--- config.mk ---
export PLATFORM = sky130hd
export DESIGN_NAME = master_xfer_ctrl
export DESIGN_NICKNAME = d
export VERILOG_FILES = /design/src/common/master_xfer_pkg.sv /design/src/hw/master_xfer_ctrl.sv /design/src/hw/link_sampler.sv
export SDC_FILE = /design/constraint.sdc
export NUM_CORES = 1
export LEC_CHECK = 0
export BUFFER_PORTS_ARGS = -buffer_cell sky130_fd_sc_hd__buf_2
export CAP_MARGIN = 15
export CORE_MARGIN = 5
export CORE_UTILIZATION = 60
export DETAILED_ROUTE_END_ITERATION = 6
export MAX_ROUTING_LAYER = met4
export PLACE_DENSITY = 0.95
export SLEW_MARGIN = 20
export SYNTH_ARGS = -nofsm -noshare
export SYNTH_HDL_FRONTEND = slang
export SYNTH_SLANG_ARGS = --single-unit
export TNS_END_PERCENT = 1
--- constraint.sdc ---
create_clock -name aclk -period 6.5 [get_ports aclk]
set_input_delay 0.325 -clock aclk [delete_from_list [all_inputs] [get_ports aclk]]
set_output_delay 0.325 -clock aclk [all_outputs]
set_load 0.02 [all_outputs]
--- src/common/master_xfer_pkg.sv ---
// Constants shared by the bus-master transfer controller and its bench.
// Assumes a single 50 MHz register clock and AXI4-Lite register access.
package master_xfer_pkg;

	localparam int ADDR_W = 8;

	// Register byte offsets
	localparam logic [7:0] OFF_CONTROL      = 8'h00;
	localparam logic [7:0] OFF_LOCAL_MASTER = 8'h04;
	localparam logic [7:0] OFF_BUS_MASTER   = 8'h08;
	localparam logic [7:0] OFF_CUR_LOCAL    = 8'h0c;
	localparam logic [7:0] OFF_CUR_BUS      = 8'h10;
	localparam logic [7:0] OFF_REMAINING    = 8'h14;
	localparam logic [7:0] OFF_IRQ_STATUS   = 8'h18;
	localparam logic [7:0] OFF_IRQ_MASK     = 8'h1c;

	// Control register fields
	localparam int COUNT_LSB = 16;
	localparam int COUNT_W   = 16;
	localparam int START_LSB = 0;
	localparam int START_W   = 3;

	// Reset values
	localparam logic [31:0] RESET_WORD  = 32'h0000_0000;
	localparam logic [2:0]  START_IDLE  = 3'h0;
	localparam logic [15:0] COUNT_ZERO  = 16'h0000;

	// Start codes
	localparam logic [2:0] mem_write_code                = 3'h1;
	localparam logic [2:0] prefetchable_mem_read_code    = 3'h2;
	localparam logic [2:0] nonprefetchable_mem_read_code = 3'h3;
	localparam logic [2:0] cfg_write_code                = 3'h4;
	localparam logic [2:0] cfg_read_code                 = 3'h5;
	localparam logic [2:0] port_write_code               = 3'h6;
	localparam logic [2:0] port_read_code                = 3'h7;

	// Word step and local autoincrement span
	localparam logic [15:0] WORD_BYTES = 16'h0004;
	localparam int          LOCAL_WRAP_W = 24;

	// Interrupt status bits
	localparam int IRQ_BUS_RESET = 0;
	localparam int IRQ_DONE      = 1;
	localparam int IRQ_W         = 2;

	// AXI responses
	localparam logic [1:0] RESP_OKAY   = 2'h0;
	localparam logic [1:0] RESP_SLVERR = 2'h2;

	typedef enum logic [1:0] {
		ST_IDLE = 2'b01,
		ST_RUN  = 2'b10
	} xfer_state_t;

endpackage

--- src/hw/master_xfer_ctrl.sv ---
// Bus-master transfer controller with AXI4-Lite register access.
// Assumes link pins are asynchronous; link clock is sampled, not used.
//
// Operation
// Byte count field in control bits 31-16, read/write, cleared by resets; code clears it on device and warm reset, not bus reset.
// Software keeps one transaction at most 64K minus one bytes.
// Start field clears itself when the transaction finishes.
// Software leaves start field alone while a transfer is active.
// Bus reset during a transfer aborts it and flushes pending data.
// Bus reset transitions raise a maskable processor interrupt.
// Nonzero start code takes effect only with a nonzero byte count.
// Code 0 idles and flushes; 1 mem write; 2,3 mem reads.
// Codes 4-7 launch config write/read and port write/read.
// Start field cleared by device, warm and bus reset.
// Control bits 15-4 read zero and ignore writes.
// Control bit 3 reads zero; software writes only zero.
// Read-only current local address, cleared by device and warm reset.
// Read-only current bus address, cleared by all three resets.
// Bus master address gives word address for bus side.
// Local master address autoincrements only low 24 bits, wrapping.
// Read-only remaining byte count, cleared by all three resets.
// Valid start loads current addresses and remaining count.
// Each word advances addresses, decrements count, finishes at zero.
`timescale 1ns/1ps
module master_xfer_ctrl (
	// Clock and reset
	input  wire logic        aclk,
	input  wire logic        aresetn,
	input  wire logic        warm_reset,
	// AXI4-Lite slave
	input  wire logic [7:0]  s_axi_awaddr,
	input  wire logic        s_axi_awvalid,
	output logic             s_axi_awready,
	input  wire logic [31:0] s_axi_wdata,
	input  wire logic [3:0]  s_axi_wstrb,
	input  wire logic        s_axi_wvalid,
	output logic             s_axi_wready,
	output logic [1:0]       s_axi_bresp,
	output logic             s_axi_bvalid,
	input  wire logic        s_axi_bready,
	input  wire logic [7:0]  s_axi_araddr,
	input  wire logic        s_axi_arvalid,
	output logic             s_axi_arready,
	output logic [31:0]      s_axi_rdata,
	output logic [1:0]       s_axi_rresp,
	output logic             s_axi_rvalid,
	input  wire logic        s_axi_rready,
	// Link pins
	input  wire logic        bus_clk,
	input  wire logic        bus_reset_input,
	input  wire logic        bus_ack,
	input  wire logic [31:0] bus_rdata,
	output logic             bus_req,
	output logic [2:0]       bus_cmd,
	output logic [31:0]      bus_addr,
	output logic [31:0]      bus_wdata,
	// Local memory
	output logic [31:0]      local_addr,
	input  wire logic [31:0] local_rdata,
	output logic [31:0]      local_wdata,
	output logic             local_we,
	// Interrupt
	output logic             irq
);

	////////////////////////////////////////////////////////////////////
	function automatic logic [31:0] merge(input logic [31:0] old,
		input logic [31:0] val, input logic [3:0] strb);
		logic [31:0] r;
		r = old;
		for (int i = 0; i < 4; i++) begin
			if (strb[i]) begin
				r[i*8 +: 8] = val[i*8 +: 8];
			end
		end
		return r;
	endfunction

	function automatic logic is_read_code(input logic [2:0] code);
		return code == master_xfer_pkg::prefetchable_mem_read_code ||
			code == master_xfer_pkg::nonprefetchable_mem_read_code ||
			code == master_xfer_pkg::cfg_read_code ||
			code == master_xfer_pkg::port_read_code;
	endfunction

	////////////////////////////////////////////////////////////////////
	// Link pin sampling: clock, reset, ack, data all pass two flops
	logic [34:0] pins_sync;
	logic        bus_clk_rise;
	logic        bus_rst_s;
	logic        bus_ack_s;
	logic [31:0] bus_rdata_s;
	logic        bus_rst_prev;

	link_sampler #(.W(35)) sampler (
		.aclk      (aclk),
		.aresetn   (aresetn),
		.pin_in    ({bus_rdata, bus_ack, bus_reset_input, bus_clk}),
		.pin_sync  (pins_sync),
		.bit0_rise (bus_clk_rise)
	);

	assign bus_rst_s   = pins_sync[1];
	assign bus_ack_s   = pins_sync[2];
	assign bus_rdata_s = pins_sync[34:3];

	////////////////////////////////////////////////////////////////////
	// AXI handshake state
	logic        aw_held, w_held, next_aw_held, next_w_held;
	logic [7:0]  aw_addr, next_aw_addr;
	logic [31:0] w_data, next_w_data;
	logic [3:0]  w_strb, next_w_strb;
	logic        next_bvalid, next_rvalid;
	logic [1:0]  next_bresp, next_rresp;
	logic [31:0] next_rdata;
	logic        wr_fire;

	// Register and transfer state
	logic [15:0] byte_count_field, next_byte_count_field;
	logic [2:0]  start, next_start;
	logic [31:0] local_master_address, next_local_master_address;
	logic [29:0] master_word_address_field, next_master_word_address_field;
	logic [31:0] current_local_address, next_current_local_address;
	logic [31:0] current_bus_address, next_current_bus_address;
	logic [15:0] remaining_byte_count, next_remaining_byte_count;
	logic [1:0]  irq_status, next_irq_status, irq_mask, next_irq_mask;
	logic        next_bus_rst_prev;
	logic        next_local_we;
	logic [31:0] next_local_wdata, next_bus_wdata;
	master_xfer_pkg::xfer_state_t state, next_state;
	logic        word_move;
	logic        start_ok;

	assign s_axi_awready = !aw_held;
	assign s_axi_wready  = !w_held;
	assign s_axi_arready = !s_axi_rvalid;
	assign wr_fire       = aw_held && w_held && !s_axi_bvalid;
	assign word_move     = state == master_xfer_pkg::ST_RUN &&
		bus_clk_rise && bus_ack_s && !bus_rst_s;

	always_comb begin
		next_aw_held = aw_held;
		next_w_held  = w_held;
		next_aw_addr = aw_addr;
		next_w_data  = w_data;
		next_w_strb  = w_strb;
		next_bvalid  = s_axi_bvalid;
		next_bresp   = s_axi_bresp;
		next_rvalid  = s_axi_rvalid;
		next_rresp   = s_axi_rresp;
		next_rdata   = s_axi_rdata;
		if (s_axi_awvalid && !aw_held) begin
			next_aw_held = 1'b1;
			next_aw_addr = s_axi_awaddr;
		end
		if (s_axi_wvalid && !w_held) begin
			next_w_held = 1'b1;
			next_w_data = s_axi_wdata;
			next_w_strb = s_axi_wstrb;
		end
		if (wr_fire) begin
			next_aw_held = 1'b0;
			next_w_held  = 1'b0;
			next_bvalid  = 1'b1;
			next_bresp   = (aw_addr[7:2] <= master_xfer_pkg::OFF_IRQ_MASK[7:2])
				? master_xfer_pkg::RESP_OKAY : master_xfer_pkg::RESP_SLVERR;
		end else if (s_axi_bvalid && s_axi_bready) begin
			next_bvalid = 1'b0;
		end
		if (s_axi_arvalid && !s_axi_rvalid) begin
			next_rvalid = 1'b1;
			next_rresp  = master_xfer_pkg::RESP_OKAY;
			case ({s_axi_araddr[7:2], 2'b00})
				master_xfer_pkg::OFF_CONTROL:
					next_rdata = {byte_count_field, 13'h0000, start};
				master_xfer_pkg::OFF_LOCAL_MASTER:
					next_rdata = local_master_address;
				master_xfer_pkg::OFF_BUS_MASTER:
					next_rdata = {master_word_address_field, 2'b00};
				master_xfer_pkg::OFF_CUR_LOCAL:
					next_rdata = current_local_address;
				master_xfer_pkg::OFF_CUR_BUS:
					next_rdata = current_bus_address;
				master_xfer_pkg::OFF_REMAINING:
					next_rdata = {16'h0000, remaining_byte_count};
				master_xfer_pkg::OFF_IRQ_STATUS:
					next_rdata = {30'h0000_0000, irq_status};
				master_xfer_pkg::OFF_IRQ_MASK:
					next_rdata = {30'h0000_0000, irq_mask};
				default: begin
					next_rdata = 32'h0000_0000;
					next_rresp = master_xfer_pkg::RESP_SLVERR;
				end
			endcase
		end else if (s_axi_rvalid && s_axi_rready) begin
			next_rvalid = 1'b0;
		end
	end

	always_ff @(posedge aclk) begin
		if (!aresetn) begin
			aw_held      <= 1'b0;
			w_held       <= 1'b0;
			aw_addr      <= 8'h00;
			w_data       <= 32'h0000_0000;
			w_strb       <= 4'h0;
			s_axi_bvalid <= 1'b0;
			s_axi_bresp  <= 2'h0;
			s_axi_rvalid <= 1'b0;
			s_axi_rresp  <= 2'h0;
			s_axi_rdata  <= 32'h0000_0000;
		end else begin
			aw_held      <= next_aw_held;
			w_held       <= next_w_held;
			aw_addr      <= next_aw_addr;
			w_data       <= next_w_data;
			w_strb       <= next_w_strb;
			s_axi_bvalid <= next_bvalid;
			s_axi_bresp  <= next_bresp;
			s_axi_rvalid <= next_rvalid;
			s_axi_rresp  <= next_rresp;
			s_axi_rdata  <= next_rdata;
		end
	end

	////////////////////////////////////////////////////////////////////
	// Registers and transfer engine
	logic [31:0] ctrl_w;
	logic [31:0] bus_ma_w;
	logic [15:0] step;

	always_comb begin
		ctrl_w = merge({byte_count_field, 13'h0000, start}, w_data, w_strb);
		bus_ma_w = merge({master_word_address_field, 2'b00}, w_data, w_strb);
		step   = (remaining_byte_count < master_xfer_pkg::WORD_BYTES)
			? remaining_byte_count : master_xfer_pkg::WORD_BYTES;
		start_ok = 1'b0;
		next_byte_count_field          = byte_count_field;
		next_start                     = start;
		next_local_master_address      = local_master_address;
		next_master_word_address_field = master_word_address_field;
		next_current_local_address     = current_local_address;
		next_current_bus_address       = current_bus_address;
		next_remaining_byte_count      = remaining_byte_count;
		next_irq_status                = irq_status;
		next_irq_mask                  = irq_mask;
		next_state                     = state;
		next_bus_rst_prev              = bus_rst_s;
		next_local_we                  = 1'b0;
		next_local_wdata               = local_wdata;
		next_bus_wdata                 = local_rdata;
		// Software clears first so a same-cycle event still sets
		if (wr_fire) begin
			case ({aw_addr[7:2], 2'b00})
				master_xfer_pkg::OFF_CONTROL: begin
					next_byte_count_field = ctrl_w[31:16];
					if (ctrl_w[2:0] == master_xfer_pkg::START_IDLE) begin
						next_start = master_xfer_pkg::START_IDLE;
						next_state = master_xfer_pkg::ST_IDLE;
					end else if (state == master_xfer_pkg::ST_IDLE &&
						ctrl_w[31:16] != master_xfer_pkg::COUNT_ZERO) begin
						// Bits 15-3 are never stored
						start_ok = 1'b1;
						next_start = ctrl_w[2:0];
						next_state = master_xfer_pkg::ST_RUN;
						next_current_local_address = local_master_address;
						next_current_bus_address =
							{master_word_address_field, 2'b00};
						next_remaining_byte_count = ctrl_w[31:16];
					end
				end
				master_xfer_pkg::OFF_LOCAL_MASTER:
					next_local_master_address =
						merge(local_master_address, w_data, w_strb) &
						32'hffff_fffe;
				master_xfer_pkg::OFF_BUS_MASTER:
					next_master_word_address_field = bus_ma_w[31:2];
				master_xfer_pkg::OFF_IRQ_STATUS:
					next_irq_status = irq_status & ~w_data[1:0];
				master_xfer_pkg::OFF_IRQ_MASK:
					next_irq_mask = w_data[1:0];
				default: begin
					next_irq_mask = irq_mask;
				end
			endcase
		end
		if (word_move) begin
			next_current_local_address[23:0] =
				current_local_address[23:0] + 24'h00_0004;
			next_current_bus_address =
				current_bus_address + 32'h0000_0004;
			next_remaining_byte_count = remaining_byte_count - step;
			if (is_read_code(start)) begin
				next_local_we    = 1'b1;
				next_local_wdata = bus_rdata_s;
			end
			if (remaining_byte_count <= master_xfer_pkg::WORD_BYTES) begin
				next_start = master_xfer_pkg::START_IDLE;
				next_state = master_xfer_pkg::ST_IDLE;
				next_irq_status[master_xfer_pkg::IRQ_DONE] = 1'b1;
			end
		end
		if (bus_rst_s != bus_rst_prev) begin
			next_irq_status[master_xfer_pkg::IRQ_BUS_RESET] = 1'b1;
		end
		if (bus_rst_s) begin
			next_start                = master_xfer_pkg::START_IDLE;
			next_state                = master_xfer_pkg::ST_IDLE;
			next_current_bus_address  = master_xfer_pkg::RESET_WORD;
			next_remaining_byte_count = master_xfer_pkg::COUNT_ZERO;
			next_local_we             = 1'b0;
		end
		if (warm_reset) begin
			next_byte_count_field          = master_xfer_pkg::COUNT_ZERO;
			next_start                     = master_xfer_pkg::START_IDLE;
			next_state                     = master_xfer_pkg::ST_IDLE;
			next_local_master_address      = master_xfer_pkg::RESET_WORD;
			next_master_word_address_field = 30'h0000_0000;
			next_current_local_address     = master_xfer_pkg::RESET_WORD;
			next_current_bus_address       = master_xfer_pkg::RESET_WORD;
			next_remaining_byte_count      = master_xfer_pkg::COUNT_ZERO;
			next_local_we                  = 1'b0;
		end
	end

	always_ff @(posedge aclk) begin
		if (!aresetn) begin
			byte_count_field          <= 16'h0000;
			start                     <= 3'h0;
			local_master_address      <= 32'h0000_0000;
			master_word_address_field <= 30'h0000_0000;
			current_local_address     <= 32'h0000_0000;
			current_bus_address       <= 32'h0000_0000;
			remaining_byte_count      <= 16'h0000;
			irq_status                <= 2'h0;
			irq_mask                  <= 2'h0;
			state                     <= master_xfer_pkg::ST_IDLE;
			bus_rst_prev              <= 1'b0;
			local_we                  <= 1'b0;
			local_wdata               <= 32'h0000_0000;
			bus_wdata                 <= 32'h0000_0000;
		end else begin
			byte_count_field          <= next_byte_count_field;
			start                     <= next_start;
			local_master_address      <= next_local_master_address;
			master_word_address_field <= next_master_word_address_field;
			current_local_address     <= next_current_local_address;
			current_bus_address       <= next_current_bus_address;
			remaining_byte_count      <= next_remaining_byte_count;
			irq_status                <= next_irq_status;
			irq_mask                  <= next_irq_mask;
			state                     <= next_state;
			bus_rst_prev              <= next_bus_rst_prev;
			local_we                  <= next_local_we;
			local_wdata               <= next_local_wdata;
			bus_wdata                 <= next_bus_wdata;
		end
	end

	assign bus_req    = state == master_xfer_pkg::ST_RUN;
	assign bus_cmd    = start;
	assign bus_addr   = current_bus_address;
	assign local_addr = current_local_address;
	assign irq        = |(irq_status & irq_mask);
endmodule

--- src/hw/link_sampler.sv ---
// Two-flop synchroniser for link pins plus rising-edge finder on bit 0.
// Assumes inputs are asynchronous to aclk; bit 0 carries the link clock.
`timescale 1ns/1ps
module link_sampler #(
	parameter int W = 2
) (
	// Clock and reset
	input  wire logic         aclk,
	input  wire logic         aresetn,
	// Raw pins
	input  wire logic [W-1:0] pin_in,
	// Synchronised view
	output logic      [W-1:0] pin_sync,
	output logic              bit0_rise
);

	logic [W-1:0] stage1;
	logic [W-1:0] stage2;
	logic         bit0_prev;
	logic [W-1:0] next_stage1;
	logic [W-1:0] next_stage2;
	logic         next_bit0_prev;

	always_comb begin
		next_stage1    = pin_in;
		next_stage2    = stage1;
		next_bit0_prev = stage2[0];
	end

	always_ff @(posedge aclk) begin
		if (!aresetn) begin
			stage1    <= '0;
			stage2    <= '0;
			bit0_prev <= 1'b0;
		end else begin
			stage1    <= next_stage1;
			stage2    <= next_stage2;
			bit0_prev <= next_bit0_prev;
		end
	end

	assign pin_sync  = stage2;
	assign bit0_rise = stage2[0] & ~bit0_prev;

endmodule

======== Word-level counts from Yosys, hierarchy flattened ========
Index checks and enable logic that the tools add are counted.
W data, S select, Z words.
storage, ports and cells
  logic and storage cells ................. 162
  register bits after elaboration ......... 387
  output and inout bits ................... 175
cells by class
  add/sub/neg operators ................... 3
  reductions and logical operators ........ 50
  bitwise operators ....................... 8
  multiplexer cells ....................... 44
  order comparisons ....................... 3
  eq/ne operators ......................... 19
operators by type and width
  cell                     count
  $pmux W32 S8             1
  $mux W32                 5
  $mux W24                 5
  $mux W16                 6
  $eq A6 B3 Y1 const B     6
  $add A32 B3 Y32 const B  1
  $add A24 B3 Y24 const B  1
  $reduce_and A3 Y1        8
  $mux W3                  7
  $mux W2                  10
  $eq A6 B2 Y1 const B     3
  $le A16 B3 Y1 const B    1
  $lt A16 B3 Y1 const B    1
  $mux W8                  2
  $reduce_bool A16 Y1      1
  $sub A16 B16 Y16         1
  $reduce_bool A2 Y1       7
  $eq A6 B1 Y1 const B     2
  $logic_not A6 Y1         2
  $logic_and A1 B1 Y1      11
  $mux W1                  8
  $reduce_and A2 Y1        4
  $reduce_and A4 Y1        2
  $reduce_or A8 Y1         1
  17 further kinds         31

======== Logic depth before layout (Yosys ltp) ========
  word-level depth ........................ 9
  gate-level depth with buffers ........... 11

======== By module ========
Synthesis repeated with hierarchy kept, for this count alone.
second synthesis, totals
  cells, all modules ...................... 1,746
  area, all modules ....................... 15,235.9 µm²
modules (own cells, without submodules)
  module            instances  area each (µm²)  sequential area each (µm²)  cells an instance
  master_xfer_ctrl  1          13,274.0         6,185.9                     1,596
  link_sampler      1          1,961.9          1,421.4                     150

======== Worst setup path before layout ========
No wires, ideal clock.
  path type ............................... register to register
  start point ............................. reg remaining_byte_count[8]
  end point ............................... reg remaining_byte_count[10]
  cell stages (with the launch flop) ...... 12
  clock period less this slack ............ 2.764 ns
  arrival time ............................ 2.644 ns
  setup time .............................. 0.120 ns
  buffers on the path ..................... 1
  setup slack ............................. 3.736 ns
  path through ............................ dfxtp_1 -> clkbuf_1 -> nor4_2 -> and3_1 -> a21o_1 -> ha_1 -> o21a_1 -> nor4_2 -> nand2_1 -> a31o_2 -> o311a_1 -> o31a_1
between the ends
  cells in the longest elaborated chain, start to end .. 4
ends and longest elaborated chain
  item                    line                     text
  start, declared         master_xfer_ctrl.sv:125  logic [15:0] remaining_byte_count, next_remaining_byte_count;
  start signal, assigned  master_xfer_ctrl.sv:349  remaining_byte_count <= next_remaining_byte_count;
  $lt A16 B3 Y1           master_xfer_ctrl.sv:235  step = (remaining_byte_count < master_xfer_pkg::WORD_BYTES)
  $mux W16                master_xfer_ctrl.sv:236  ? remaining_byte_count : master_xfer_pkg::WORD_BYTES;
  $sub A16 B16 Y16 (*)    master_xfer_ctrl.sv:292  next_remaining_byte_count = remaining_byte_count - step;
  $mux W16 (*)            master_xfer_ctrl.sv:287  if (word_move) begin
Mark *: on every way between the ends. The rest lies on a longest branch, timed or not.
A chain may end at the register's enable or synchronous reset.

======== Worst setup path after layout ========
  start point ............................. reg w_strb[3]
  end point ............................... reg current_local_address[3] (netlist: local_addr[3])
between the ends
  cells in the longest elaborated chain, start to end .. 5
ends and longest elaborated chain
  item                                 line                     text
  start, declared                      master_xfer_ctrl.sv:112  logic [3:0] w_strb, next_w_strb;
  start signal, assigned               master_xfer_ctrl.sv:217  w_strb <= next_w_strb;
  $mux W8                              master_xfer_ctrl.sv:72   if (strb[i]) begin
  $reduce_bool A16 Y1                  master_xfer_ctrl.sv:261  ctrl_w[31:16] != master_xfer_pkg::COUNT_ZERO) begin
  $logic_and A1 B1 Y1                  master_xfer_ctrl.sv:260  end else if (state == master_xfer_pkg::ST_IDLE &&
  $reduce_bool A2 Y1 (no source line)  -
  $reduce_and A4 Y1 (no source line)   -
  end signal, assigned                 master_xfer_ctrl.sv:347  current_local_address <= next_current_local_address;
  end, declared                        master_xfer_ctrl.sv:123  logic [31:0] current_local_address, next_current_local_address;
Every way passes these cells.

==> qor.yml <==
synthesis:
  syn_avg_cell_area_sq_um: 8.607
  ys.flop_type: "dfxtp_1"
  syn_area_sq_um: 15570
  synth-seq-area-share_pct: 48.86
  yosysWarnings: 0
  syn_inst: 1809
  synth-seq-cells: 380
  synth-async-reset-ratio_pct: 0
  synth_cell_types: 68
  synth_edf_count: 0
place:
  hpwl_um: 33580
  dp_slack_ns: 3.392
  gp_congestion: 1.001
  numPlacedInstances: 2327
  io_buffers: 292
run_status:
  outcome: "finished clean"
sta:
  final_max_slew_viol_count: 0
  whs_ns: 0.01302
  worst_slew_pin_slew_ns: 1.145
  setup_ws_ns: 3.321
  fin_crit_ns: 3.179
  fmax_mhz: 314.6
  slew_headroom_pct: 23.49
  rsz0062_at_grt: "false"
  setup_viol: 0
  finalHoldViolations: 0
  fin_worst_skew_ns: 0.02821
  fin_crit_sh_pct: 48.91
  tns_ns: 0
clocking:
  cts.htree.levels: 2
  cts.repair.resized: 0
  cts_max_path_buffers: 3
  hold_buffers: 16
  clock_latency_ns: 0.54
  cts_setup_buffers: 0
  root_buffer: "clkbuf_16"
  cts_tree: "yes"
  cts_buffers: 38
  clk_pin_slew_worst_paths_ns: 0.07
  clkSinkCount: 380
worst_setup_path:
  reg2reg_from: "w_strb[3]"
  arrival_ns: 3.54
  path_cells: "buf_4, nor3b_1, o22ai_1, or4_4, and4_2, buf_4, a22oi_1, a21oi_1"
  path_class: "reg -> reg"
  cp.required_ns: 6.86
  crit_path_start_kind: "flop"
  crit_path_frequent_cell: "buf_4"
  r2r_slack_ns: 3.32
  cp.buffers_inverters: 2
  cp-end-kind: "flop"
  crit_path_max_incr_delay_ns: 0.70
  crit_fanout: 59
  timing.rr.end: "local_addr[3]"
  crit_family: "simple AND/OR/NAND/NOR gates"
  crit_slowest_cell: "or4_4"
  ff2ff_path_depth: 8
die:
  ios: 302
  row_count: 59
  dieArea_sq_um: 29270
  die_x_um: 171.1
  initial_utilization_pct: 60.26
  coreArea_sq_um: 25840
  die_h_um: 171.1
global_routing:
  overflow: 0
  grtUsageMet3_pct: 6.262
  antenna_found_initial: 1
  grt_pass1_wl_um: 75900
  grt_usage_pct: 33.48
  grt_max_degree: 133
  grt-busiest-layer: "met2"
  grt_pass1_vias: 14000
  grt_util_met2_pct: 53.16
  met1_usage_pct: 41.84
power_and_ir_drop:
  max-vdd-ir-drop_mv: 0.2647
  p_sw_share_pct: 23.08
  powerDensity_nw_per_um2: 266.2
  combPwrFrac_pct: 5.5
  p_int_mw: 3.780
  p_leak_nw: 7.182
  p_total_mw: 4.914
  clkPwrFrac_pct: 45.3
  power_frac_seq_pct: 49.2
  switchingPower_mw: 1.134
layout:
  stdcell_count: 2410
  drive_gt1_share_pct: 20.48
  layout_commonest_cell: "dfxtp_1"
  antenna_cells: 0
  nNetsFinal: 2178
  fillers: 1840
  area_growth_pct: 18.59
  most-common-layout-cells: "dfxtp_1 (380), nand2_1 (331), buf_2 (291), a21oi_1 (154), nand3_1 (115)"
route:
  viasPerCell: 6.141
  vias: 14800
  wire_per_inst_um: 20.61
  drt_iter0_markers: 1746
  detail-route-antenna-nets: 0
  firstDrtPassIters: 7
  remaining_drc_errors: 0
  totalWireLength_um: 49660
hold_path:
  min_to: "sampler.next_stage2[22]"
  min_path_type: "in -> reg"
  min-delay-start: "bus_rdata[19]"
  min_path_cells: 2
job:
  cap_violations: 0
==> routing by layer <==
layer  wire length, um  up-vias
li1                  -     6787
met1             19150     6892
met2             23030      972
met3              5188      149
met4              2295        0
met5                 0        -
==> through the flow <==
step,utilization [%],instance area (sq um)
floorplan,-,15580
global placement,65.91,17030
detailed placement,65.92,17030
CTS,71.40,18450
global route,71.46,18460
finish,71.46,18460
==> synth_stat cells (16+ instances only) <==
| library cell | n | area share, % |
|---|---|---|
| nor3_1 | 17 | 0.55 |
| o21ai_0 | 46 | 1.5 |
| a31oi_1 | 25 | 1.0 |
| a22oi_1 | 20 | 0.96 |
| nand2_1 | 332 | 8.0 |
| and2_1 | 110 | 4.4 |
| mux2_2 | 23 | 1.7 |
| mux2i_1 | 43 | 2.8 |
| clkbuf_1 | 94 | 2.3 |
| a21oi_1 | 154 | 5.0 |
| dfxtp_1 | 380 | 49 |
| a21boi_0 | 71 | 3.4 |
| nand3_1 | 116 | 3.7 |
| a221oi_1 | 29 | 1.6 |
| and3_1 | 16 | 0.64 |
| nor2b_1 | 16 | 0.64 |
| nor2_1 | 96 | 2.3 |
| nand4_1 | 20 | 0.80 |
==> worst max path at each step <==
stage	start	endpoint	slack (ns)	depth (start not counted)
detailed placement	w_strb[2]	remaining_byte_count[5]	3.39	7
global placement	w_strb[2]	remaining_byte_count[5]	3.47	7
finish	w_strb[3]	local_addr[3]	3.32	8
CTS	w_strb[2]	remaining_byte_count[5]	3.38	7
floorplan	remaining_byte_count[8]	remaining_byte_count[10]	3.74	11
global route	w_strb[3]	remaining_byte_count[5]	3.16	7
==> sequential cells by signal, summed over array words and instances, names as in the netlist, 2 cells and up <==
name,cells
sampler.next_stage2,35
sampler.pin_sync,35
bus_wdata,32
local_wdata,32
s_axi_rdata,32
w_data,32
local_addr,31
local_master_address,31
bus_addr,30
master_word_address_field,30
byte_count_field,16
remaining_byte_count,16
aw_addr,6
w_strb,4
bus_cmd,3
irq_mask,2
irq_status,2
state,2
==> power by group through the flow <==
stage / clock, mW / combinational (mW) / sequential, mW
after global placement: 0 / 0.245 / 2.46
after detailed placement: 0 / 0.254 / 2.47
after floorplan: 0 / 0.154 / 2.47
after CTS: 2.22 / 0.263 / 2.42
after global routing: 2.33 / 0.290 / 2.42
final: 2.23 / 0.269 / 2.42
==> cell families after synthesis <==
kind of cell / Yosys count / share of synthesized area, %
XOR/XNOR: 9 / 0.5063
buffers and inverters: 141 / 4.082
multiplexers: 67 / 4.572
adder cells (fa/ha/maj): 3 / 0.2411
AO/OA/AOI/OAI: 416 / 17.17
other: 2 / 0.04823
AND/OR/NAND/NOR: 791 / 24.52
flip-flops: 380 / 48.86
==> layout make-up <==
type	instances	area (sq um)	area share [%]
timing repair buffer	326	1759	9.528
tap	335	419.2	2.270
multi-input combinational	1292	7385	39.99
sequential	380	7607	41.20
clock inverter	18	214.0	1.159
inverter	10	37.54	0.2033
clock buffer	49	1042	5.645
Power figures use the tool's default switching activity.
